### config.mk
export PLATFORM = sky130hd
export DESIGN_NAME = swc_top
export DESIGN_NICKNAME = d
export VERILOG_FILES = /design/src/pkg/swc_pkg.sv /design/src/rtl/swc_delay_timer.sv /design/src/rtl/swc_opt_loader.sv /design/src/rtl/swc_top.sv
export VERILOG_INCLUDE_DIRS = /design/src /design/src/pkg
export SDC_FILE = /design/constraint.sdc
export NUM_CORES = 1
export LEC_CHECK = 0
export BUFFER_PORTS_ARGS = -buffer_cell sky130_fd_sc_hd__buf_2
export CAP_MARGIN = 20
export CORE_AREA = 4 4 115 200
export DETAILED_ROUTE_END_ITERATION = 8
export DIE_AREA = 0 0 119 204
export PLACE_DENSITY_LB_ADDON = 0.05
export SYNTH_ARGS = -nofsm -noshare
export SYNTH_HDL_FRONTEND = slang
export SYNTH_SLANG_ARGS = --single-unit
### constraint.sdc
create_clock -name mclk -period 12.95 [get_ports mclk]
set_input_delay 2.59 -clock mclk [delete_from_list [all_inputs] [get_ports mclk]]
set_output_delay 2.59 -clock mclk [all_outputs]
set_load 0.005 [all_outputs]
### src/pkg/swc_regs.svh
// Register map, option byte layout and timing figures of the standby/wake clock block.
// Assumes a 50 MHz mclk; included by bare name wherever these constants are needed.
`ifndef SWC_REGS_SVH
`define SWC_REGS_SVH
// Register port addresses
`define SWC_ADDR_CTRL 8'h00
`define SWC_ADDR_STAB 8'h04
`define SWC_ADDR_STAT 8'h08
`define SWC_ADDR_OPT 8'hC2
// Option byte locations in flash (normal and swapped boot)
`define SWC_OPT_PRI_ADDR 20'h000C2
`define SWC_OPT_ALT_ADDR 20'h010C2
// Option byte fields
`define SWC_OPT_MODE_MSB 7
`define SWC_OPT_MODE_LSB 6
`define SWC_OPT_FIX1_BIT 5
`define SWC_OPT_FIX0_BIT 4
`define SWC_OPT_FREQ_MSB 3
`define SWC_OPT_FREQ_LSB 0
`define SWC_MODE_LV 2'h0
`define SWC_MODE_LS 2'h2
`define SWC_MODE_HS 2'h3
// Oscillator frequency codes and their value in MHz
`define SWC_FRQ_32 4'h8
`define SWC_FRQ_24 4'h0
`define SWC_FRQ_16 4'h9
`define SWC_FRQ_12 4'h1
`define SWC_FRQ_8 4'hA
`define SWC_FRQ_4 4'hB
`define SWC_FRQ_1 4'hD
`define SWC_MHZ_32 6'h20
`define SWC_MHZ_24 6'h18
`define SWC_MHZ_16 6'h10
`define SWC_MHZ_12 6'h0C
`define SWC_MHZ_8 6'h08
`define SWC_MHZ_4 6'h04
`define SWC_MHZ_1 6'h01
`define SWC_MHZ_NONE 6'h00
// Status register fields
`define SWC_STAT_ST_MSB 2
`define SWC_STAT_RDY_BIT 4
`define SWC_STAT_ERR_BIT 5
// Reset values of software registers
`define SWC_CTRL_RST 12'h000
`define SWC_STAB_RST 16'h0000
// Timing: clock rate and times in ns
`define SWC_CLK_MHZ 50
`define SWC_HALT_MIN_NS 18000
`define SWC_HALT_MAX_NS 65000
`define SWC_SZX_HS_NS 4990
`define SWC_SZX_LS_NS 1100
`define SWC_SZX_LV_NS 16580
`define SWC_CYC_UP(ns) ((((ns) * `SWC_CLK_MHZ) + 999) / 1000)
`define SWC_CYC_DN(ns) (((ns) * `SWC_CLK_MHZ) / 1000)
// Wait clocks after the clock supply resumes
`define SWC_WAIT_XT_VEC 16'h000A
`define SWC_WAIT_XT_NV 16'h0004
`define SWC_WAIT_EXT_VEC 16'h0007
`define SWC_WAIT_EXT_NV 16'h0001
`define SWC_WAIT_SZX 16'h0007
`endif

### src/pkg/swc_pkg.sv
// Types shared by the standby/wake clock block.
// Assumes nothing beyond a SystemVerilog compiler.
package swc_pkg;
    // Source of the CPU clock
    typedef enum logic [1:0] {SWC_SRC_XTAL, SWC_SRC_EXT, SWC_SRC_ONCHIP} swc_clk_src_t;
    // Flash operating mode from the option byte
    typedef enum logic [1:0] {SWC_FM_LV, SWC_FM_LS, SWC_FM_HS} swc_flash_mode_t;
    // Power sequencer states
    typedef enum logic [2:0] {
        ST_RUN, ST_STOP, ST_HALT, ST_WAIT, ST_TO_SNZ, ST_SNOOZE, ST_SNZ_EXIT
    } swc_pm_state_t;
    // Option loader states
    typedef enum logic [2:0] {LD_SYNC0, LD_SYNC1, LD_ISSUE, LD_WAIT, LD_DONE} swc_ld_state_t;
endpackage : swc_pkg

### src/rtl/swc_delay_timer.sv
// Down counter that times one phase of the power sequencer.
// Assumes the load value is held only in the cycle of load.
`timescale 1ns/1ns
module swc_delay_timer (
    input wire logic mclk,
    input wire logic resetn,
    input wire logic load,
    input wire logic [15:0] load_val,
    output logic done
);
    import swc_pkg::*;
    // Timer state
    typedef struct packed {
        logic [15:0] cnt;
        logic done;
    } swc_tmr_st_t;
    swc_tmr_st_t tmr_reg, tmr_next;

    // Done comes load_val+1 edges after load, so zero gives one cycle
    always_comb begin
        tmr_next = tmr_reg;
        if (load) begin
            tmr_next.cnt = load_val;
            tmr_next.done = (load_val == 16'h0000);
        end else begin
            tmr_next.done = (tmr_reg.cnt == 16'h0001);
            if (tmr_reg.cnt != 16'h0000) begin
                tmr_next.cnt = tmr_reg.cnt - 16'h0001;
            end
        end
    end

    // State register
    always_ff @(posedge mclk or negedge resetn) begin
        if (!resetn) begin
            tmr_reg <= '0;
        end else begin
            tmr_reg <= tmr_next;
        end
    end

    assign done = tmr_reg.done;
endmodule : swc_delay_timer

### src/rtl/swc_opt_loader.sv
// Fetches and decodes the configuration option byte from flash after reset.
// Assumes flash answers a one-cycle read request with a one-cycle valid pulse.
`timescale 1ns/1ns
`include "swc_regs.svh"
module swc_opt_loader (
    input wire logic mclk,
    input wire logic resetn,
    input wire logic boot_swap,
    input wire logic [7:0] nvm_rd_data,
    input wire logic nvm_rd_valid,
    output logic nvm_rd_req,
    output logic [19:0] nvm_addr,
    output logic [7:0] opt_byte,
    output swc_pkg::swc_flash_mode_t flash_mode,
    output logic [5:0] osc_freq_mhz,
    output logic opt_ready,
    output logic opt_err
);
    import swc_pkg::*;
    // Loader state, boot swap strap synchroniser included
    typedef struct packed {
        swc_ld_state_t st;
        logic swap_s1;
        logic swap_s2;
        logic req;
        logic [19:0] addr;
        logic [7:0] byte_v;
        swc_flash_mode_t mode;
        logic [5:0] mhz;
        logic ready;
        logic err;
    } swc_ld_st_t;
    swc_ld_st_t ld_reg, ld_next;
    logic [1:0] mode_code;
    logic [3:0] freq_code;

    assign mode_code = nvm_rd_data[`SWC_OPT_MODE_MSB:`SWC_OPT_MODE_LSB];
    assign freq_code = nvm_rd_data[`SWC_OPT_FREQ_MSB:`SWC_OPT_FREQ_LSB];

    // Sequence: let the strap settle, read once, decode
    always_comb begin
        ld_next = ld_reg;
        ld_next.swap_s1 = boot_swap;
        ld_next.swap_s2 = ld_reg.swap_s1;
        ld_next.req = 1'b0;
        case (ld_reg.st)
            LD_SYNC0: ld_next.st = LD_SYNC1;
            LD_SYNC1: ld_next.st = LD_ISSUE;
            LD_ISSUE: begin
                ld_next.req = 1'b1;
                ld_next.addr = ld_reg.swap_s2 ? `SWC_OPT_ALT_ADDR : `SWC_OPT_PRI_ADDR;
                ld_next.st = LD_WAIT;
            end
            LD_WAIT: if (nvm_rd_valid) begin
                ld_next.byte_v = nvm_rd_data;
                ld_next.ready = 1'b1;
                ld_next.st = LD_DONE;
                ld_next.err = 1'b0;
                case (mode_code)
                    `SWC_MODE_LV: ld_next.mode = SWC_FM_LV;
                    `SWC_MODE_LS: ld_next.mode = SWC_FM_LS;
                    `SWC_MODE_HS: ld_next.mode = SWC_FM_HS;
                    default: begin
                        ld_next.mode = SWC_FM_LV;
                        ld_next.err = 1'b1;
                    end
                endcase
                case (freq_code)
                    `SWC_FRQ_32: ld_next.mhz = `SWC_MHZ_32;
                    `SWC_FRQ_24: ld_next.mhz = `SWC_MHZ_24;
                    `SWC_FRQ_16: ld_next.mhz = `SWC_MHZ_16;
                    `SWC_FRQ_12: ld_next.mhz = `SWC_MHZ_12;
                    `SWC_FRQ_8: ld_next.mhz = `SWC_MHZ_8;
                    `SWC_FRQ_4: ld_next.mhz = `SWC_MHZ_4;
                    `SWC_FRQ_1: ld_next.mhz = `SWC_MHZ_1;
                    default: begin
                        ld_next.mhz = `SWC_MHZ_NONE;
                        ld_next.err = 1'b1;
                    end
                endcase
                // fixed bits checked, flagged if wrong
                if (!nvm_rd_data[`SWC_OPT_FIX1_BIT] || nvm_rd_data[`SWC_OPT_FIX0_BIT]) begin
                    ld_next.err = 1'b1;
                end
            end
            LD_DONE: ld_next.st = LD_DONE;
            default: ld_next.st = LD_SYNC0;
        endcase
    end

    // State register
    always_ff @(posedge mclk or negedge resetn) begin
        if (!resetn) begin
            ld_reg <= '0;
        end else begin
            ld_reg <= ld_next;
        end
    end

    assign nvm_rd_req = ld_reg.req;
    assign nvm_addr = ld_reg.addr;
    assign opt_byte = ld_reg.byte_v;
    assign flash_mode = ld_reg.mode;
    assign osc_freq_mhz = ld_reg.mhz;
    assign opt_ready = ld_reg.ready;
    assign opt_err = ld_reg.err;
endmodule : swc_opt_loader

### src/rtl/swc_top.sv
// Standby/wake clock sequencer: stop release, snooze entry and exit, option byte.
// Assumes wake, snooze and stop requests come from logic on mclk; boot_swap is a pin.
`timescale 1ns/1ns
`include "swc_regs.svh"
module swc_top (
    input wire logic mclk,
    input wire logic resetn,
    input wire logic [7:0] addr,
    input wire logic [15:0] wdata,
    input wire logic wr,
    input wire logic rd,
    output logic [15:0] rdata,
    input wire logic stop_req,
    input wire logic wake_req,
    input wire logic wake_vectored,
    input wire logic snooze_req,
    input wire logic snooze_done,
    input wire swc_pkg::swc_clk_src_t cpu_clk_src,
    input wire logic boot_swap,
    output logic nvm_rd_req,
    output logic [19:0] nvm_addr,
    input wire logic [7:0] nvm_rd_data,
    input wire logic nvm_rd_valid,
    output logic clk_supply_en,
    output logic cpu_resume,
    output logic vector_fetch,
    output logic snooze_active,
    output logic stop_active,
    output swc_pkg::swc_flash_mode_t flash_mode,
    output logic [5:0] osc_freq_mhz,
    output logic opt_ready,
    output logic opt_err
);
    import swc_pkg::*;

    // ----------------------------------------------------------------
    // Timing constants
    // ----------------------------------------------------------------
    // Halt bounds: least time rounds up, longest rounds down
    localparam logic [15:0] HALT_MIN_CYC = 16'(`SWC_CYC_UP(`SWC_HALT_MIN_NS));
    localparam logic [15:0] HALT_MAX_CYC = 16'(`SWC_CYC_DN(`SWC_HALT_MAX_NS));
    // Snooze exit delays, taken at their least value
    localparam logic [15:0] SZX_HS_CYC = 16'(`SWC_CYC_UP(`SWC_SZX_HS_NS));
    localparam logic [15:0] SZX_LS_CYC = 16'(`SWC_CYC_UP(`SWC_SZX_LS_NS));
    localparam logic [15:0] SZX_LV_CYC = 16'(`SWC_CYC_UP(`SWC_SZX_LV_NS));

    // ----------------------------------------------------------------
    // State
    // ----------------------------------------------------------------
    // All flops of the sequencer and register file
    typedef struct packed {
        swc_pm_state_t st;
        logic [11:0] halt_trim;
        logic [15:0] stab;
        logic vec;
        logic clk_en;
        logic resume;
        logic vfetch;
        logic snz;
        logic stopped;
        logic [15:0] rdata;
    } swc_top_st_t;
    swc_top_st_t top_reg, top_next;

    // Timer handshake: load and value combinational from the sequencer, done from the timer flop
    logic tmr_load;
    logic [15:0] tmr_val;
    logic tmr_done;
    // Option byte as stored by the loader
    logic [7:0] opt_byte;
    // Derived lengths of each phase
    logic [15:0] trim_ext;
    logic [15:0] halt_hi;
    logic [15:0] halt_len;
    logic [15:0] snz_len;
    logic [15:0] wait_len;
    logic [15:0] szx_len;

    // ----------------------------------------------------------------
    // Submodules
    // ----------------------------------------------------------------
    // One shared timer; phases never overlap
    swc_delay_timer u_timer (
        .mclk(mclk),
        .resetn(resetn),
        .load(tmr_load),
        .load_val(tmr_val),
        .done(tmr_done)
    );

    // Option byte fetch and decode after reset
    swc_opt_loader u_loader (
        .mclk(mclk),
        .resetn(resetn),
        .boot_swap(boot_swap),
        .nvm_rd_data(nvm_rd_data),
        .nvm_rd_valid(nvm_rd_valid),
        .nvm_rd_req(nvm_rd_req),
        .nvm_addr(nvm_addr),
        .opt_byte(opt_byte),
        .flash_mode(flash_mode),
        .osc_freq_mhz(osc_freq_mhz),
        .opt_ready(opt_ready),
        .opt_err(opt_err)
    );

    // ----------------------------------------------------------------
    // Phase lengths
    // ----------------------------------------------------------------
    // Software trims the halt inside the legal window; the real part varies
    // with temperature and stop time, so any point of the window is valid
    always_comb begin
        trim_ext = {4'h0, top_reg.halt_trim};
        // crystal upper bound stretches to the stabilisation time
        if (cpu_clk_src == SWC_SRC_XTAL && top_reg.stab > HALT_MAX_CYC) begin
            halt_hi = top_reg.stab;
        end else begin
            halt_hi = HALT_MAX_CYC;
        end
        if (trim_ext < HALT_MIN_CYC) begin
            halt_len = HALT_MIN_CYC;
        end else if (trim_ext > halt_hi) begin
            halt_len = halt_hi;
        end else begin
            halt_len = trim_ext;
        end
        // snooze entry uses the fixed window
        if (trim_ext < HALT_MIN_CYC) begin
            snz_len = HALT_MIN_CYC;
        end else if (trim_ext > HALT_MAX_CYC) begin
            snz_len = HALT_MAX_CYC;
        end else begin
            snz_len = trim_ext;
        end
        if (cpu_clk_src == SWC_SRC_XTAL) begin
            wait_len = top_reg.vec ? `SWC_WAIT_XT_VEC : `SWC_WAIT_XT_NV;
        end else begin
            wait_len = top_reg.vec ? `SWC_WAIT_EXT_VEC : `SWC_WAIT_EXT_NV;
        end
        case (flash_mode)
            SWC_FM_HS: szx_len = SZX_HS_CYC;
            SWC_FM_LS: szx_len = SZX_LS_CYC;
            default: szx_len = SZX_LV_CYC;
        endcase
    end

    // ----------------------------------------------------------------
    // Sequencer and register file
    // ----------------------------------------------------------------
    // Timer loads are length minus one: a phase of N lasts N cycles
    always_comb begin
        top_next = top_reg;
        tmr_load = 1'b0;
        tmr_val = 16'h0000;
        top_next.resume = 1'b0;
        top_next.vfetch = 1'b0;
        top_next.rdata = 16'h0000;
        // Register writes; unmapped addresses are ignored
        if (wr) begin
            case (addr)
                `SWC_ADDR_CTRL: top_next.halt_trim = wdata[11:0];
                `SWC_ADDR_STAB: top_next.stab = wdata;
                default: ;
            endcase
        end
        // Register reads; unmapped addresses return zero
        if (rd) begin
            case (addr)
                `SWC_ADDR_CTRL: top_next.rdata = trim_ext;
                `SWC_ADDR_STAB: top_next.rdata = top_reg.stab;
                `SWC_ADDR_STAT: begin
                    top_next.rdata[`SWC_STAT_ST_MSB:0] = top_reg.st;
                    top_next.rdata[`SWC_STAT_RDY_BIT] = opt_ready;
                    top_next.rdata[`SWC_STAT_ERR_BIT] = opt_err;
                end
                `SWC_ADDR_OPT: top_next.rdata = {8'h00, opt_byte};
                default: top_next.rdata = 16'h0000;
            endcase
        end
        case (top_reg.st)
            // Stop waits for the option byte to be loaded, even one flagged in error
            ST_RUN: begin
                if (stop_req && opt_ready) begin
                    top_next.st = ST_STOP;
                end
            end
            // Wake wins over snooze when both arrive together
            ST_STOP: begin
                if (wake_req) begin
                    top_next.st = ST_HALT;
                    top_next.vec = wake_vectored;
                    tmr_load = 1'b1;
                    tmr_val = halt_len - 16'h0001;
                end else if (snooze_req) begin
                    top_next.st = ST_TO_SNZ;
                    tmr_load = 1'b1;
                    tmr_val = snz_len - 16'h0001;
                end
            end
            ST_HALT: begin
                if (tmr_done) begin
                    top_next.st = ST_WAIT;
                    tmr_load = 1'b1;
                    tmr_val = wait_len - 16'h0001;
                end
            end
            ST_WAIT: begin
                if (tmr_done) begin
                    top_next.st = ST_RUN;
                    top_next.resume = 1'b1;
                    top_next.vfetch = top_reg.vec;
                end
            end
            ST_TO_SNZ: begin
                if (tmr_done) begin
                    top_next.st = ST_SNOOZE;
                end
            end
            // Interrupt leaves snooze, snooze done goes back to stop
            ST_SNOOZE: begin
                if (wake_req) begin
                    top_next.st = ST_SNZ_EXIT;
                    top_next.vec = 1'b1;
                    tmr_load = 1'b1;
                    tmr_val = szx_len - 16'h0001;
                end else if (snooze_done) begin
                    top_next.st = ST_STOP;
                end
            end
            ST_SNZ_EXIT: begin
                if (tmr_done) begin
                    top_next.st = ST_WAIT;
                    tmr_load = 1'b1;
                    tmr_val = `SWC_WAIT_SZX - 16'h0001;
                end
            end
            default: top_next.st = ST_RUN;
        endcase
        // clock supply off except while running or waiting
        top_next.clk_en = (top_next.st == ST_RUN) || (top_next.st == ST_WAIT);
        top_next.snz = (top_next.st == ST_SNOOZE);
        top_next.stopped = (top_next.st == ST_STOP) || (top_next.st == ST_HALT)
            || (top_next.st == ST_TO_SNZ);
    end

    // State register; clock supply on from reset
    always_ff @(posedge mclk or negedge resetn) begin
        if (!resetn) begin
            top_reg <= '0;
            top_reg.st <= ST_RUN;
            top_reg.clk_en <= 1'b1;
            top_reg.halt_trim <= `SWC_CTRL_RST;
            top_reg.stab <= `SWC_STAB_RST;
        end else begin
            top_reg <= top_next;
        end
    end

    // Outputs straight from flops
    assign rdata = top_reg.rdata;
    assign clk_supply_en = top_reg.clk_en;
    assign cpu_resume = top_reg.resume;
    assign vector_fetch = top_reg.vfetch;
    assign snooze_active = top_reg.snz;
    assign stop_active = top_reg.stopped;

    // ----------------------------------------------------------------
    // Checks
    // ----------------------------------------------------------------
    // Cycles spent in the current state, for the checks only
    logic [15:0] dwell;
    logic leaving;
    assign leaving = (top_next.st != top_reg.st);

    always_ff @(posedge mclk or negedge resetn) begin
        if (!resetn) begin
            dwell <= 16'h0001;
        end else if (leaving) begin
            dwell <= 16'h0001;
        end else if (dwell != 16'hFFFF) begin
            dwell <= dwell + 16'h0001;
        end
    end
endmodule : swc_top

==> results by group <==
Clock tree
  • TritonCTS Sinks: 95
  • Hold buffers post-CTS: 0
  • Total number of H-tree levels: 3
  • TritonCTS buffer count: 9
  • Clock root buffer: clkbuf_16
  • CTS resizes: 0
  • Maximum count of clock buffers along a single path: 2
  • Setup Fix Bufs, Post-CTS: 0
  • Clock-pin slew on the worst setup and hold paths: ~70 ps
  • Clock Latency Late Sink: about 360 ps
  • CTS tree: built

Worst hold path
  • Hold path startpoint: u_loader.ld_next[39]
  • Hold Path Class: flop to flop

Synth
  • Leading post-synthesis cells by cell area: dfrtp_1 37%, mux2_2 7.1%, ha_1 5.5%
  • Gate Count Post-Synth: between 600 and 700
  • Synthesized flop and latch total: 95
  • Share of cell area taken by muxes after synthesis: 8.72%
  • Post-synth EDFFs: 0
  • Synth Area in XOR/XNOR: 3.31%
  • Synth unique cells: 86
  • Combinational family with the most area after synthesis: simple AND/OR/NAND/NOR gates
  • Post-synthesis cell type with the largest combined area: dfrtp_1
  • Number of warnings reported in the yosys synthesis log: 0
  • Async SR Flop Fraction: 100%
  • Compound-cell area share of the yosys netlist: around 18%
  • Adder-cell share of the synthesized area: 5.68%
  • Summed instance area of the synthesized netlist: 0.00634 mm2
  • Average cell area after synthesis: roughly 9 um2
  • Ys flop type: dfrtp_1
  • Fraction of post-synthesis cell area in the top cell type by area: a little under two fifths
  • Sequential element share of the synthesized area: between 30% and 40%
  • Simple-gate share of the synthesized area: a little under a fifth

Power
  • Internal power component: ~700 uW
  • Relative contribution of the clock network to total power: between 20% and 30%
  • Switching part of the total: 37.5%
  • Relative contribution of sequential cells to total power: 39.2%
  • Leakage power: around 0.0032 uW
  • Ratio of total power to cell area: 159 mW/mm2
  • Switching power: 421 uW
  • Combinational power share: 34.3%
  • Worst vdd ir: between 0.08 and 0.09 mV

Placed design
  • Dpl ws: approximately 5800 ps
  • Placed Instance Area: ~0.0068 mm2
  • Port-buffer cells: slightly below 80
  • Global placer's final weighted congestion: about 0.91
  • Detailed placement HPWL: about 16 mm

STA
  • Shortest clock period the worst path allows after layout: slightly below 7000 ps
  • Final count of hold timing violations: 0
  • F_max: between 100 and 150 MHz
  • Post-route clock period utilization: a little over half
  • Endpoints failing setup: 0
  • Tightest slew margin relative to the limit: 29.0%
  • Final slew viol count: 0
  • Final critical-path setup slack: 6080 ps
  • Final worst clock skew: 9.31 ps
  • RSZ-0062 raised after global routing: no
  • Worst Tran Pin Value: ~1100 ps
  • Setup TNS Final: 0 ps

Floorplanning
  • Std-Cell Core Area: ~0.021 mm2
  • Die boundary height: 204 um
  • Standard-cell rows: 71
  • Initial core utilization: ~30%
  • I/O pins: 97
  • Horizontal die dimension: 119 um
  • DIE AREA: 0.0243 mm2

GRT
  • Initial antenna violation count: 0
  • Global-route wire length before repair: 31.6 mm
  • Overall fraction of global-route tracks in use: roughly 17%
  • Pin count of the biggest net entering global routing: 63
  • Vias in the first global route: 5492
  • Global route total overflow: 0

Worst setup path
  • Startpoint of the worst setup timing path: cpu_clk_src[1]
  • Capturing element type of the critical path: flop
  • Startpoint Class: primary input
  • Largest fanout of any net on the critical path: 21
  • Worst R2R Start: top_reg[37]
  • Crit path required time: approximately 13000 ps
  • Worst setup path class: primary input to flop
  • Arr. time, crit path: between 7000 and 8000 ps

Detailed routing
  • Routed wire length per instance: about 20 um
  • First-iteration detailed-routing DRC count: 300
  • Routed vias: approximately 5200
  • Detailed Route WL: about 20 mm
  • Number of optimization iterations in the first detailed-route pass: 5
  • DRT antenna net count: 0
  • DRC violation count after routing: 0
  • Drt via density: around 5.1

Run status
  • Status: completed

Final layout
  • Area used by sequential logic in the layout: 0.00238 mm2
  • Max reg flops: 32
  • Combined area of the multi-input logic cells: between 0.003 and 0.004 mm2
  • Final std cell area, no fill: approximately 0.0071 mm2
  • Fraction of final layout cells sized beyond drive strength 1: between 20 and 25%
  • Filler Cells Inserted: 2268
  • Diode insertion count for antenna repair: 0
  • Area growth from synthesis to final layout: 11.6%
  • Final Net Count: 795

Run
  • Reported max-cap violation count: 0
through the flow:
stage	instances	power, uW	utilization, %	hold WS (ps)
2_1_floorplan	701	717	-	331
3_3_place_gp	1002	828	31.5	340
3_5_place_dp	1003	835	31.5	347
4_1_cts	1019	1140	33.1	368
5_1_grt	1019	1210	33.1	377
6_report	1019	1120	33.1	366
Yosys cell counts (all sizes together), types with 3 or more instances:
cell     instances
o22ai            3
xor2             9
mux2i            9
o2111ai          3
xnor2           15
and2             6
nand2b           8
nand2           71
o221a            3
o41ai            3
nand4            7
nor4             7
o211ai          11
mux2            40
buf             48
nor3            13
o21ai           45
nor4b            3
inv             17
a222oi           5
a22oi            6
a21oi           40
or4              6
or3              5
ha              28
a211oi           6
nor2b           12
a31o             3
nor3b            4
o31ai            5
and3             8
or2              3
dfrtp           94
nand3           20
clkbuf          27
nor2            55
a221oi           4
area by class of cell:
cell class              count  area share [%]
multi-input cells         513            49.3
well taps                 292            5.16
repair buffers             85            6.31
clock buffers              11            3.43
inverters                  18           0.954
flip-flops and latches     95            33.6
clock inverters             5            1.22
cell families (layout without fill, tap and decap cells):
logic type / after synthesis / in the layout
AND/OR/NAND/NOR: 235 / 235
AO/OA/AOI/OAI: 159 / 159
flip-flops: 95 / 95
buffers and inverters: 93 / 119
multiplexers: 49 / 49
adder cells (fa/ha/maj): 29 / 29
XOR/XNOR: 24 / 24
other: 1 / 17
final timing paths:
check                      slack [ps]  cells after the start             endpoint
setup reg to reg                 7510                     19         u_timer.done
hold reg to reg                   370                      0  u_loader.ld_reg[39]
max in group asynchronous        9590                      2          top_reg[33]
hold / removal                    370                      0  u_loader.ld_reg[39]
min in group asynchronous        2170                      1          stop_active
setup / recovery                 6080                     19         u_timer.done
per-layer routing:
layer / up-vias / wire length (um) / GRT usage [%]
met1: 2523 / 7440 / 18.0
met4: 0 / 733 / 8.25
met5: - / 0 / 0
met2: 144 / 11400 / 32.0
li1: 2492 / - / -
met3: 46 / 637 / 2.38
cells in the final DEF (no fill, tap or decap), drive strengths merged, types with 17 or more instances in the layout:
cell type,Yosys,layout
dfrtp,94,94
nand3,20,20
a21oi,40,40
conb,1,17
buf,48,85
mux2,40,40
ha,28,28
nand2,71,71
nor2,55,55
o21ai,45,45
inv,17,20
power groups by stage:
stage	sequential [uW]	combinational (uW)	clock [uW]
2_1_floorplan	417	300	0
3_3_place_gp	446	382	0
3_5_place_dp	446	388	0
4_1_cts	441	389	310
5_1_grt	451	431	324
6_report	441	385	298
critical path, stage by stage:
cell and delay, ps:
buf_2 100, nor2_1 450, nand2_2 190, o21ai_2 220, nand2_1 140, ha_1 340, o211ai_1 120, a21oi_1 310
o21a_2 550, mux2_2 410, nand2_1 70, ha_1 250, nand3_1 100, nor3b_1 250, xor2_1 100, a221oi_1 310
o21ai_0 160, and4_1 240, a31o_1 190
No activity file was read; power rests on OpenSTA's default activity.
